**src/rcs_pkg.sv**
```systemverilog
// Constants, types and behaviour notes shared by the reset, clock and standby control
//--------------------------------------------------------------------------
// Notes on behaviour
// [RQ1] A 32-bit read-only register reports the cause of the latest system reset.
// [RQ2] External reset loads the cause register with zero; watchdog overflow loads one.
// [RQ3] Watchdog reset flag reads 0 after external reset, 1 after watchdog overflow.
// [RQ4] Software writes zero to every reserved bit of the cause register.
// [RQ5] Internal reset holds while the external input is low and nine cycles after.
// [RQ6] External reset clears standby control to zero and leaves halt mode.
// [RQ7] The reset source holds reset long enough for oscillator and PLL to settle.
// [RQ8] Watchdog reset lasts nine cycles and keeps the clock divider setting.
// [RQ9] Watchdog reset clears the halt request, leaves halt, and sets cause to one.
// [RQ10] With PLL enabled, range strap high multiplies by four, low by two.
// [RQ11] Divider select 00 gives a quarter, 01 a half, 1X the full PLL rate.
// [RQ12] Software and board keep the core clock between 4 and 25 MHz.
// [RQ13] Writing one to the halt request bit stops the CPU; peripherals keep running.
// [RQ14] Halt ends on fast or normal interrupt, system reset, or debug request.
// [RQ15] A source at level zero never wakes; level one or more always wakes.
// [RQ16] A fast interrupt wakes from halt only while its mask bit is clear.
// [RQ17] Standby or divider writes take effect only right after an unlock key write.
// [RQ18] The halt request bit clears itself on every wake from halt.
// [RQ19] Reserved cause bits read zero; writes to the cause register do nothing.
//--------------------------------------------------------------------------
package rcs_pkg;
    // Register byte offsets
    localparam logic [7:0] OFS_STANDBY = 8'h00;
    localparam logic [7:0] OFS_CLKDIV = 8'h04;
    localparam logic [7:0] OFS_CAUSE = 8'h0c;
    localparam logic [7:0] OFS_EVT_STATUS = 8'h10;
    localparam logic [7:0] OFS_EVT_CLEAR = 8'h14;
    localparam logic [7:0] OFS_EVT_ENABLE = 8'h18;
    // Values and field positions
    localparam logic [31:0] UNLOCK_KEY = 32'h0000003c;
    localparam logic [31:0] CAUSE_EXT = 32'h00000000;
    localparam logic [31:0] CAUSE_WDT = 32'h00000001;
    localparam int HALT_BIT = 0;
    localparam logic [1:0] CKM_RESET = 2'h0;
    // Reset stretch counts: watchdog counts its trigger cycle as the first
    localparam logic [3:0] STRETCH_EXT = 4'h9;
    localparam logic [3:0] STRETCH_WDT = 4'h8;
    // Clock ratios
    localparam logic [2:0] MULT_HIGH = 3'h4;
    localparam logic [2:0] MULT_LOW = 3'h2;
    localparam logic [2:0] MULT_OFF = 3'h1;
    localparam logic [2:0] DIV_QUARTER = 3'h4;
    localparam logic [2:0] DIV_HALF = 3'h2;
    localparam logic [2:0] DIV_FULL = 3'h1;
    // Event status bits
    localparam int EVT_WIDTH = 3;
    localparam int EVT_WDT = 0;
    localparam int EVT_WAKE = 1;
    localparam int EVT_REFUSED = 2;
    localparam int LEVEL_WIDTH = 3;

    typedef enum logic [1:0] {
        ST_RUN = 2'b01,
        ST_HALT = 2'b10
    } run_state_e;

    typedef struct packed {
        logic fast_irq_req;
        logic fast_irq_mask;
        logic debug_request_pin;
        logic port_eight_secondary;
    } wake_misc_s;
endpackage

```
**src/reset_stretch.sv**
```systemverilog
// Internal reset stretcher for pin and watchdog reset sources
`timescale 1ns/100ps
module reset_stretch
    import rcs_pkg::*;
(
    // Clock and reset
    input wire logic pclk,
    input wire logic presetn,
    // Reset sources
    input wire logic ext_active,
    input wire logic wdt_pulse,
    // Stretched internal reset, high while active
    output logic rst_active
);
    logic [3:0] cnt_q;
    logic [3:0] cnt_d;

    // Pin holds the count full; watchdog loads one less since its cycle counts
    assign cnt_d = ext_active ? STRETCH_EXT : (wdt_pulse ? STRETCH_WDT :
                   ((cnt_q != 4'h0) ? cnt_q - 4'h1 : 4'h0)); // [RQ5] [RQ8]

    always_ff @(posedge pclk or negedge presetn) begin
        if (!presetn) begin
            cnt_q <= 4'h0;
            rst_active <= 1'b1;
        end else begin
            cnt_q <= cnt_d;
            rst_active <= ext_active | wdt_pulse | (cnt_q != 4'h0); // [RQ5]
        end
    end
endmodule // reset_stretch

```
**src/wake_detect.sv**
```systemverilog
// Halt wake condition from interrupt levels, fast interrupt and debug request
`timescale 1ns/100ps
module wake_detect
    import rcs_pkg::*;
#(
    parameter int NUM_SRC = 28
) (
    // Interrupt sources
    input wire logic [NUM_SRC-1:0] irq_pending,
    input wire logic [NUM_SRC*LEVEL_WIDTH-1:0] irq_level,
    input wire wake_misc_s misc,
    // Combined wake request
    output logic wake
);
    logic [NUM_SRC-1:0] src_wake;

    // Only a nonzero level wakes, whatever the current level is
    genvar i;
    generate
        for (i = 0; i < NUM_SRC; i++) begin : g_src
            assign src_wake[i] = irq_pending[i] & (|irq_level[i*LEVEL_WIDTH +: LEVEL_WIDTH]); // [RQ15]
        end
    endgenerate

    assign wake = (|src_wake)
                | (misc.fast_irq_req & ~misc.fast_irq_mask) // [RQ16]
                | (misc.debug_request_pin & misc.port_eight_secondary); // [RQ14]
endmodule // wake_detect

```
**src/reset_clock_standby_ctrl.sv**
```systemverilog
// Reset cause, reset stretch, core clock ratio and halt mode control with APB slave
//
// Implementation choices: the placing of the registers and the APB register port.
`timescale 1ns/100ps
module reset_clock_standby_ctrl
    import rcs_pkg::*;
#(
    parameter int NUM_SRC = 28
) (
    // Clock and reset
    input wire logic pclk,
    input wire logic presetn,
    // APB slave
    input wire logic psel,
    input wire logic penable,
    input wire logic pwrite,
    input wire logic [7:0] paddr,
    input wire logic [31:0] pwdata,
    output logic [31:0] prdata,
    output logic pready,
    output logic pslverr,
    // Reset sources
    input wire logic external_reset_input_n,
    input wire logic watchdog_overflow,
    // Straps
    input wire logic pll_enable_strap,
    input wire logic pll_range_strap,
    // Wake sources
    input wire logic [NUM_SRC-1:0] irq_pending,
    input wire logic [NUM_SRC*LEVEL_WIDTH-1:0] irq_level,
    input wire wake_misc_s wake_misc,
    // Control outputs
    output logic internal_reset_n,
    output logic cpu_halt,
    output logic [2:0] pll_mult,
    output logic [2:0] core_div,
    output logic irq
);
    //--------------------------------------------------------------------------
    // Declarations
    //--------------------------------------------------------------------------
    logic rst_active;
    logic wake;
    logic ext_act;
    logic wdt_ev;
    run_state_e state_q;
    run_state_e state_d;
    logic cause_q;
    logic [1:0] ckm_q;
    logic unlock_q;
    logic [EVT_WIDTH-1:0] evt_q;
    logic [EVT_WIDTH-1:0] evt_en_q;
    logic [EVT_WIDTH-1:0] evt_set;
    logic [EVT_WIDTH-1:0] evt_clr;
    logic [EVT_WIDTH-1:0] evt_d;
    logic [31:0] rdata_d;
    logic hit_d;
    logic [2:0] mult_d;
    logic [2:0] div_d;

    //--------------------------------------------------------------------------
    // Submodules
    //--------------------------------------------------------------------------
    // Pin low has priority; a watchdog pulse during pin reset adds nothing
    assign ext_act = ~external_reset_input_n;
    assign wdt_ev = watchdog_overflow & ~ext_act;

    reset_stretch u_stretch (
        .pclk(pclk),
        .presetn(presetn),
        .ext_active(ext_act),
        .wdt_pulse(wdt_ev),
        .rst_active(rst_active)
    );

    wake_detect #(.NUM_SRC(NUM_SRC)) u_wake (
        .irq_pending(irq_pending),
        .irq_level(irq_level),
        .misc(wake_misc),
        .wake(wake)
    );

    assign internal_reset_n = ~rst_active; // [RQ5]

    //--------------------------------------------------------------------------
    // Bus decode
    //--------------------------------------------------------------------------
    // Zero wait state: pready rises in the first access cycle
    wire setup_ph = psel & ~penable;
    wire wr_done = psel & penable & pready & pwrite;
    wire sel_stby = (paddr == OFS_STANDBY);
    wire sel_ckdv = (paddr == OFS_CLKDIV);
    wire sel_cause = (paddr == OFS_CAUSE);
    wire sel_stat = (paddr == OFS_EVT_STATUS);
    wire sel_clr = (paddr == OFS_EVT_CLEAR);
    wire sel_en = (paddr == OFS_EVT_ENABLE);
    wire sel_any = sel_stby | sel_ckdv | sel_cause | sel_stat | sel_clr | sel_en;
    wire is_key = (pwdata == UNLOCK_KEY);
    wire prot_sel = sel_stby | sel_ckdv;
    // A protected write lands only when the preceding write was the key
    wire prot_wr = wr_done & prot_sel & unlock_q; // [RQ17]
    wire key_wr = wr_done & prot_sel & ~unlock_q & is_key; // [RQ17]
    wire halt_req = prot_wr & sel_stby & pwdata[HALT_BIT]; // [RQ13]
    wire halt_take = halt_req & ~wake & ~rst_active;
    wire woke = (state_q == ST_HALT) & wake;

    // Read mux; write-only registers read zero
    always_comb begin
        rdata_d = 32'h0;
        hit_d = 1'b1;
        case (1'b1)
            sel_ckdv: rdata_d = {30'h0, ckm_q};
            sel_cause: rdata_d = cause_q ? CAUSE_WDT : CAUSE_EXT; // [RQ1] [RQ3] [RQ19]
            sel_stat: rdata_d = {{(32-EVT_WIDTH){1'b0}}, evt_q};
            sel_en: rdata_d = {{(32-EVT_WIDTH){1'b0}}, evt_en_q};
            sel_stby, sel_clr: rdata_d = 32'h0;
            default: hit_d = 1'b0;
        endcase
    end

    // Answer flops
    always_ff @(posedge pclk or negedge presetn) begin
        if (!presetn) begin
            pready <= 1'b0;
            pslverr <= 1'b0;
            prdata <= 32'h0;
        end else begin
            pready <= setup_ph;
            pslverr <= setup_ph & ~hit_d;
            prdata <= (setup_ph & ~pwrite) ? rdata_d : 32'h0;
        end
    end

    //--------------------------------------------------------------------------
    // Unlock sequence
    //--------------------------------------------------------------------------
    // Any write other than the key drops the unlock, so the pair must be adjacent
    always_ff @(posedge pclk or negedge presetn) begin
        if (!presetn) begin
            unlock_q <= 1'b0;
        end else if (ext_act | wdt_ev) begin
            unlock_q <= 1'b0;
        end else if (wr_done) begin
            unlock_q <= key_wr; // [RQ17]
        end
    end

    //--------------------------------------------------------------------------
    // Reset cause and divider select
    //--------------------------------------------------------------------------
    // Cause is hardware-owned; bus writes to it are dropped
    always_ff @(posedge pclk or negedge presetn) begin
        if (!presetn) begin
            cause_q <= 1'b0;
        end else if (ext_act) begin
            cause_q <= 1'b0; // [RQ2]
        end else if (wdt_ev) begin
            cause_q <= 1'b1; // [RQ2] [RQ9]
        end
    end

    // Watchdog leaves the divider alone so the clock rate survives it
    always_ff @(posedge pclk or negedge presetn) begin
        if (!presetn) begin
            ckm_q <= CKM_RESET;
        end else if (ext_act) begin
            ckm_q <= CKM_RESET;
        end else if (prot_wr & sel_ckdv) begin
            ckm_q <= pwdata[1:0]; // [RQ17]
        end
    end

    //--------------------------------------------------------------------------
    // Clock ratios
    //--------------------------------------------------------------------------
    assign mult_d = ~pll_enable_strap ? MULT_OFF :
                    (pll_range_strap ? MULT_HIGH : MULT_LOW); // [RQ10]
    assign div_d = ckm_q[1] ? DIV_FULL : (ckm_q[0] ? DIV_HALF : DIV_QUARTER); // [RQ11]

    always_ff @(posedge pclk or negedge presetn) begin
        if (!presetn) begin
            pll_mult <= MULT_OFF;
            core_div <= DIV_QUARTER;
        end else begin
            pll_mult <= mult_d;
            core_div <= div_d;
        end
    end

    //--------------------------------------------------------------------------
    // Halt state
    //--------------------------------------------------------------------------
    // Halt bit is the state itself, so waking clears it with no extra flop
    always_comb begin
        case (state_q)
            ST_RUN: state_d = halt_take ? ST_HALT : ST_RUN; // [RQ13]
            ST_HALT: state_d = wake ? ST_RUN : ST_HALT; // [RQ14] [RQ18]
            default: state_d = ST_RUN;
        endcase
        if (ext_act | wdt_ev) begin
            state_d = ST_RUN; // [RQ6] [RQ9]
        end
    end

    always_ff @(posedge pclk or negedge presetn) begin
        if (!presetn) begin
            state_q <= ST_RUN;
            cpu_halt <= 1'b0;
        end else begin
            state_q <= state_d;
            cpu_halt <= (state_d == ST_HALT);
        end
    end

    //--------------------------------------------------------------------------
    // Event status and interrupt
    //--------------------------------------------------------------------------
    // Set beats clear in the same cycle so no event is lost
    assign evt_set[EVT_WDT] = wdt_ev;
    assign evt_set[EVT_WAKE] = woke & ~ext_act & ~wdt_ev;
    assign evt_set[EVT_REFUSED] = halt_req & ~halt_take;
    assign evt_clr = (wr_done & sel_clr) ? pwdata[EVT_WIDTH-1:0] : '0;
    assign evt_d = (evt_q & ~evt_clr) | evt_set;

    always_ff @(posedge pclk or negedge presetn) begin
        if (!presetn) begin
            evt_q <= '0;
            evt_en_q <= '0;
            irq <= 1'b0;
        end else begin
            evt_q <= evt_d;
            if (wr_done & sel_en) begin
                evt_en_q <= pwdata[EVT_WIDTH-1:0];
            end
            irq <= |(evt_d & ((wr_done & sel_en) ? pwdata[EVT_WIDTH-1:0] : evt_en_q));
        end
    end
endmodule // reset_clock_standby_ctrl

```
**config.mk**
```make
export PLATFORM = sky130hd
export DESIGN_NAME = reset_clock_standby_ctrl
export DESIGN_NICKNAME = d
export VERILOG_FILES = /design/src/rcs_pkg.sv /design/src/reset_stretch.sv /design/src/wake_detect.sv /design/src/reset_clock_standby_ctrl.sv
export SDC_FILE = /design/constraint.sdc
export NUM_CORES = 1
export LEC_CHECK = 0
export BUFFER_PORTS_ARGS = -buffer_cell sky130_fd_sc_hd__buf_4
export CAP_MARGIN = 10
export CELL_PAD_IN_SITES_DETAIL_PLACEMENT = 0
export CELL_PAD_IN_SITES_GLOBAL_PLACEMENT = 1
export CORE_ASPECT_RATIO = 0.5
export CORE_MARGIN = 1
export CORE_UTILIZATION = 23
export DETAILED_ROUTE_END_ITERATION = 16
export PLACE_DENSITY_LB_ADDON = 0.1
export SYNTH_ARGS = -nofsm -noshare
export SYNTH_HDL_FRONTEND = slang
export SYNTH_HIERARCHICAL = 1
export SYNTH_SLANG_ARGS = --single-unit
export TNS_END_PERCENT = 30
```
**constraint.sdc**
```tcl
create_clock -name pclk -period 2.2 [get_ports pclk]
set_clock_uncertainty 0.1 [all_clocks]
set_input_delay 0.44 -clock pclk [delete_from_list [all_inputs] [get_ports pclk]]
set_output_delay 0.44 -clock pclk [all_outputs]
set_load 0.02 [all_outputs]
```
### Word level (Yosys, flattened, before mapping)

Index checks and enable logic that the tools add are counted.

* add/sub/neg operators: 1
* equality and inequality tests: 11
* muxes and demuxes: 30
* bitwise logic cells: 71
* reduce and logical (&&, ||, !) cells: 34

Operators with widths (number)
* $reduce_or A3 Y1: 29
* $mux W32: 2
* $and A1 B1 Y1: 52
* $eq A32 B6 Y1 const B: 1
* $reduce_or A28 Y1: 1
* $mux W3: 9
* $eq A8 B5 Y1 const B: 3
* $mux W4: 3
* $mux W1: 10
* $mux W2: 5
* $not A1 Y1: 10
* $eq A8 B3 Y1 const B: 1
* $eq A8 B4 Y1 const B: 1
* $logic_not A8 Y1: 1
* $and A3 B3 Y3: 2
* $or A1 B1 Y1: 5
* $eq A2 B2 Y1 const B: 2
* $ne A2 B1 Y1 const B: 2
* $pmux W2 S2: 1
* $reduce_bool A4 Y1: 1
* $sub A4 B1 Y4 const B: 1
* $not A3 Y3: 1
* $or A3 B3 Y3: 1
* $eq A2 B1 Y1 const B: 1
* other kinds (2): 2

* register bits: 59

### Longest topological paths before layout

* word-level depth: 14
* gate-level depth with buffers: 7
* mapped depth without buffers: 7

### Cells and area by module

The synthesis kept the hierarchy.

Modules (own cells, without submodules)
* reset_clock_standby_ctrl: instances 1, cells an instance 153, area each 1441.4 um^2, seq. area each 629.4 um^2
* wake_detect: instances 1, cells an instance 40, area each 296.5 um^2, seq. area each 0.0 um^2
* reset_stretch: instances 1, cells an instance 23, area each 242.7 um^2, seq. area each 126.4 um^2

### Least setup slack after synthesis

OpenSTA, ideal clock, no wires.

* path kind: in2reg
* start point: input irq_level[52]
* end point: register irq
* arrival time: 1.775 ns
* slack: 0.199 ns
* stages: 7
* cell sequence: o31ai_1 -> nand4_1 -> a2111oi_2 -> nand3_1 -> nor2_1 -> o21ai_0 -> a221o_1

* cells in the longest elaborated chain, start to end: 13
* elaborated cells between the ends (all ways): 16
* classes of those cells: bitwise: 13; reduce/logical: 3

Ends and longest elaborated chain
* start, declared: RTL line reset_clock_standby_ctrl.sv:30 `input wire logic [NUM_SRC*LEVEL_WIDTH-1:0] irq_level,`
* $reduce_or A3 Y1: RTL line wake_detect.sv:21 `assign src_wake[i] = irq_pending[i] & (|irq_level[i*LEVEL_WIDTH +: LEVEL_WIDTH]);`
* $and A1 B1 Y1: RTL line wake_detect.sv:21
* $reduce_or A28 Y1: RTL line wake_detect.sv:25 `assign wake = (|src_wake)`
* $or A1 B1 Y1: RTL line wake_detect.sv:26 `| (misc.fast_irq_req & ~misc.fast_irq_mask)`
* $or A1 B1 Y1: RTL line wake_detect.sv:27 `| (misc.debug_request_pin & misc.port_eight_secondary);`
* named net wake: RTL line reset_clock_standby_ctrl.sv:43 `logic wake;`
* $not A1 Y1: RTL line reset_clock_standby_ctrl.sv:104 `wire halt_take = halt_req & ~wake & ~rst_active;`
* $and A1 B1 Y1 (2 in a row): RTL line reset_clock_standby_ctrl.sv:104
* $not A1 Y1: RTL line reset_clock_standby_ctrl.sv:221 `assign evt_set[EVT_REFUSED] = halt_req & ~halt_take;`
* $and A1 B1 Y1: RTL line reset_clock_standby_ctrl.sv:221
* $or A3 B3 Y3: RTL line reset_clock_standby_ctrl.sv:223 `assign evt_d = (evt_q & ~evt_clr) | evt_set;`
* named net evt_d[2]: RTL line reset_clock_standby_ctrl.sv:55 `logic [EVT_WIDTH-1:0] evt_d;`
* $and A3 B3 Y3: RTL line reset_clock_standby_ctrl.sv:235 `irq <= |(evt_d & ((wr_done & sel_en) ? pwdata[EVT_WIDTH-1:0] : evt_en_q));`
* $reduce_or A3 Y1: RTL line reset_clock_standby_ctrl.sv:235
* end signal, assigned: RTL line reset_clock_standby_ctrl.sv:235
* end, declared: RTL line reset_clock_standby_ctrl.sv:37 `output logic irq`

The timed path passes the listed nets, and every way through them passes these cells.
A chain may end at the register's enable or synchronous reset.

### Worst setup path after layout

* start point: input irq_level[19]
* end point: register irq

The elaborated chain is that of the path after synthesis.

==> reports/qor.txt <==
first-pass GRT wire length = 10590 um
P per Cell Area = 519.9 nW/um^2
# IOs = 208
port buffer count = 178
total gr overflow = 0
Initial Util = 24.23%
Area contributors post-synth = dfrtp_1 33%, buf_4 11%, o31ai_1 10%
fmax = 500.1 MHz
clk sink count = 30
Iteration-0 DRC Markers = 52
worst hold path type = in -> reg
antenna violations before repair = 0
post-synth top area cell = dfrtp_1
sw frac = 20.68%
Final Cycle Share = 90.90%
vias per std cell = 4.261
worst setup path class = in -> reg
GRT Resource Usage Total = 15.05%
share of the synthesized area in the top cell type = 32.85%
Logic pwr share = 20.9%
H-tree depth = 2
die width = 133.2 um
Die H = 67.62 um
Post-synth EDFFs = 0
DR vias = 2203
startpoint types = input pin
number of CTS-inserted buffers = 5
status = completed
LEAKAGE = 1.837 nW
Core Area = 8173 um^2
# diodes = 0
vias in the first global route = 2290
Worst-path clk slew = 0.05 ns
sequential cell area fraction in the yosys report = 38.16%
WL/cell = 13.15 um
drt first pass iters = 4
Psw = 0.3850 mW
Setup WS pre-CTS = -0.08832 ns
nets = 573
Worst Path Arrival = 2.05 ns
post-route ant nets = 0
CTS tree = yes
fill count = 844
fraction of layout cells with a size suffix above 1 = 49.63%
Die ar. = 9009 um^2
setup_tns = 0 ns
fin crit period = 2.000 ns
post-cts sizing count = 0
Row Count = 23
clk buf depth = 2
clock share of power = 48.2%
largest net degree at the start of global routing = 31
GPL Wtd Cong = 0.7813
Synth Register Bits = 30
part of the power in registers = 30.9%
Finished Cell Area = 3581 um^2
total power = 1.862 mW
Final Max Slew Viols = 0
DRC viols = 0
Max-cap violations = 0
hpwl dp = 6086 um
CP Capture Type = flop
WP data required = 2.25 ns
worst hold margin = 0.1975 ns
Syn. warnings = 6
clk_lat worst skew = 0.27 ns
maximum vdd drop = 368.8 uV
area grow syn2layout = 80.80%
Final setup violation count = 0
Mapped Avg Cell Area = 9.170 um^2
Cell Area, Synth = 1981 um^2
setup repair bufs after CTS = 0
RSZ-0062 raised after global routing = false
Final WS setup = 0.2003 ns
DP Area = 3372 um^2
async set or reset register ratio after synthesis = 100.0%
ys flop type = dfrtp_1
CTS Hold Bufs = 1
clock root buffer = clkbuf_16
Cells after Synth = 216
Pint = 1.477 mW
Yosys cell types = 38
crit-path max FO = 3
final wirelength = 6798 um
final hold vios = 0
## Yosys cell counts (all sizes together) (2+ instances only)
master / n
buf: 31
o31ai: 28
dfrtp: 26
nor2: 20
inv: 14
nand4: 11
nor4: 11
o21ai: 9
nand2: 8
nor3: 7
mux2i: 6
nand2b: 5
dfstp: 4
ha: 4
nand3: 4
a21boi: 3
a21oi: 3
nor2b: 3
a2111oi: 2
and2: 2
and4: 2
nor4b: 2
or3: 2
## metal layers
metal	vias up	global-route usage [%]	wire length [um]
met5	-	0	0
met4	0	2.983	38
met3	4	3.904	477
met2	80	31.35	3729
met1	1002	15.55	2553
li1	1117	-	-
## area by class of cell
class,instances,area (um^2),area share [%]
repair buffers,184,1384,38.64
multi-input cells,169,1050,29.32
flip-flops and latches,30,755.7,21.10
well taps,112,140.1,3.913
clock buffers,6,138.9,3.878
clock inverters,2,60.06,1.677
inverters,14,52.55,1.468
## flip-flops by register name, indices dropped and copies added, names as in the netlist, 2 cells and up
register	flops
pll_mult	3
evt_q	3
state_q	2
evt_en_q	3
prdata	3
ckm_q	2
u_stretch/cnt_q	4
core_div	3
## worst paths after layout
check	startpoint	endpoint	slack [ns]	depth (start not counted)
worst min-delay path	pll_enable_strap	pll_mult[0]	0.20	2
worst min register to register	ckm_q[0]	core_div[2]	0.35	1
worst max-delay path	irq_level[19]	irq	0.20	8
max in group asynchronous	presetn	state_q[0]	1.15	2
worst max register to register	pready	irq	0.46	5
min in group asynchronous	presetn	pll_mult[1]	0.54	2
## critical path, cell delays in order
cell       delay [ns]
buf_4            0.11
o31ai_1          0.26
nand4_1          0.16
a2111oi_2        0.36
nand3_1          0.18
nor2_1           0.12
o21ai_0          0.10
a221o_1          0.31
## layout by cell type (no fill, tap or decap), types with 3 or more instances in the layout
master	count
conb_1	29
ha_1	4
nor3_1	6
nand4_1	10
nor2b_1	3
o31ai_1	27
inv_1	14
a21oi_1	3
mux2i_1	6
nor4_1	11
dfstp_2	4
buf_4	183
dfrtp_1	26
clkbuf_16	5
o21ai_0	9
nand3_1	4
nand2b_1	5
a21boi_0	3
nor2_1	20
nand2_1	8
## power groups by stage
stage	registers [mW]	clock network (mW)	logic [mW]
global route	0.576	0.944	0.428
finish	0.575	0.897	0.390
CTS	0.575	0.923	0.393
detailed placement	0.584	0	0.391
global placement	0.583	0	0.383
floorplan	0.589	0	0.155
## logic make-up (layout without fill, tap and decap cells)
kind of cell	Yosys count	after routing	synth area share (%)
AND/OR/NAND/NOR	80	80	23.12
AO/OA/AOI/OAI	48	48	17.62
buffers and inverters	45	206	14.15
flip-flops	30	30	38.16
multiplexers	7	7	3.790
adder cells (fa/ha/maj)	4	4	2.527
other	1	29	0.1893
XOR/XNOR	1	1	0.4423
## through the flow
step | cells | utilization [%]
after global routing | 517 | 43.82
after detailed placement | 508 | 41.26
after CTS | 517 | 43.82
after floorplan | 244 | -
final | 517 | 43.82
after global placement | 508 | 41.26
Note: power is estimated with default switching activity, not from simulation.
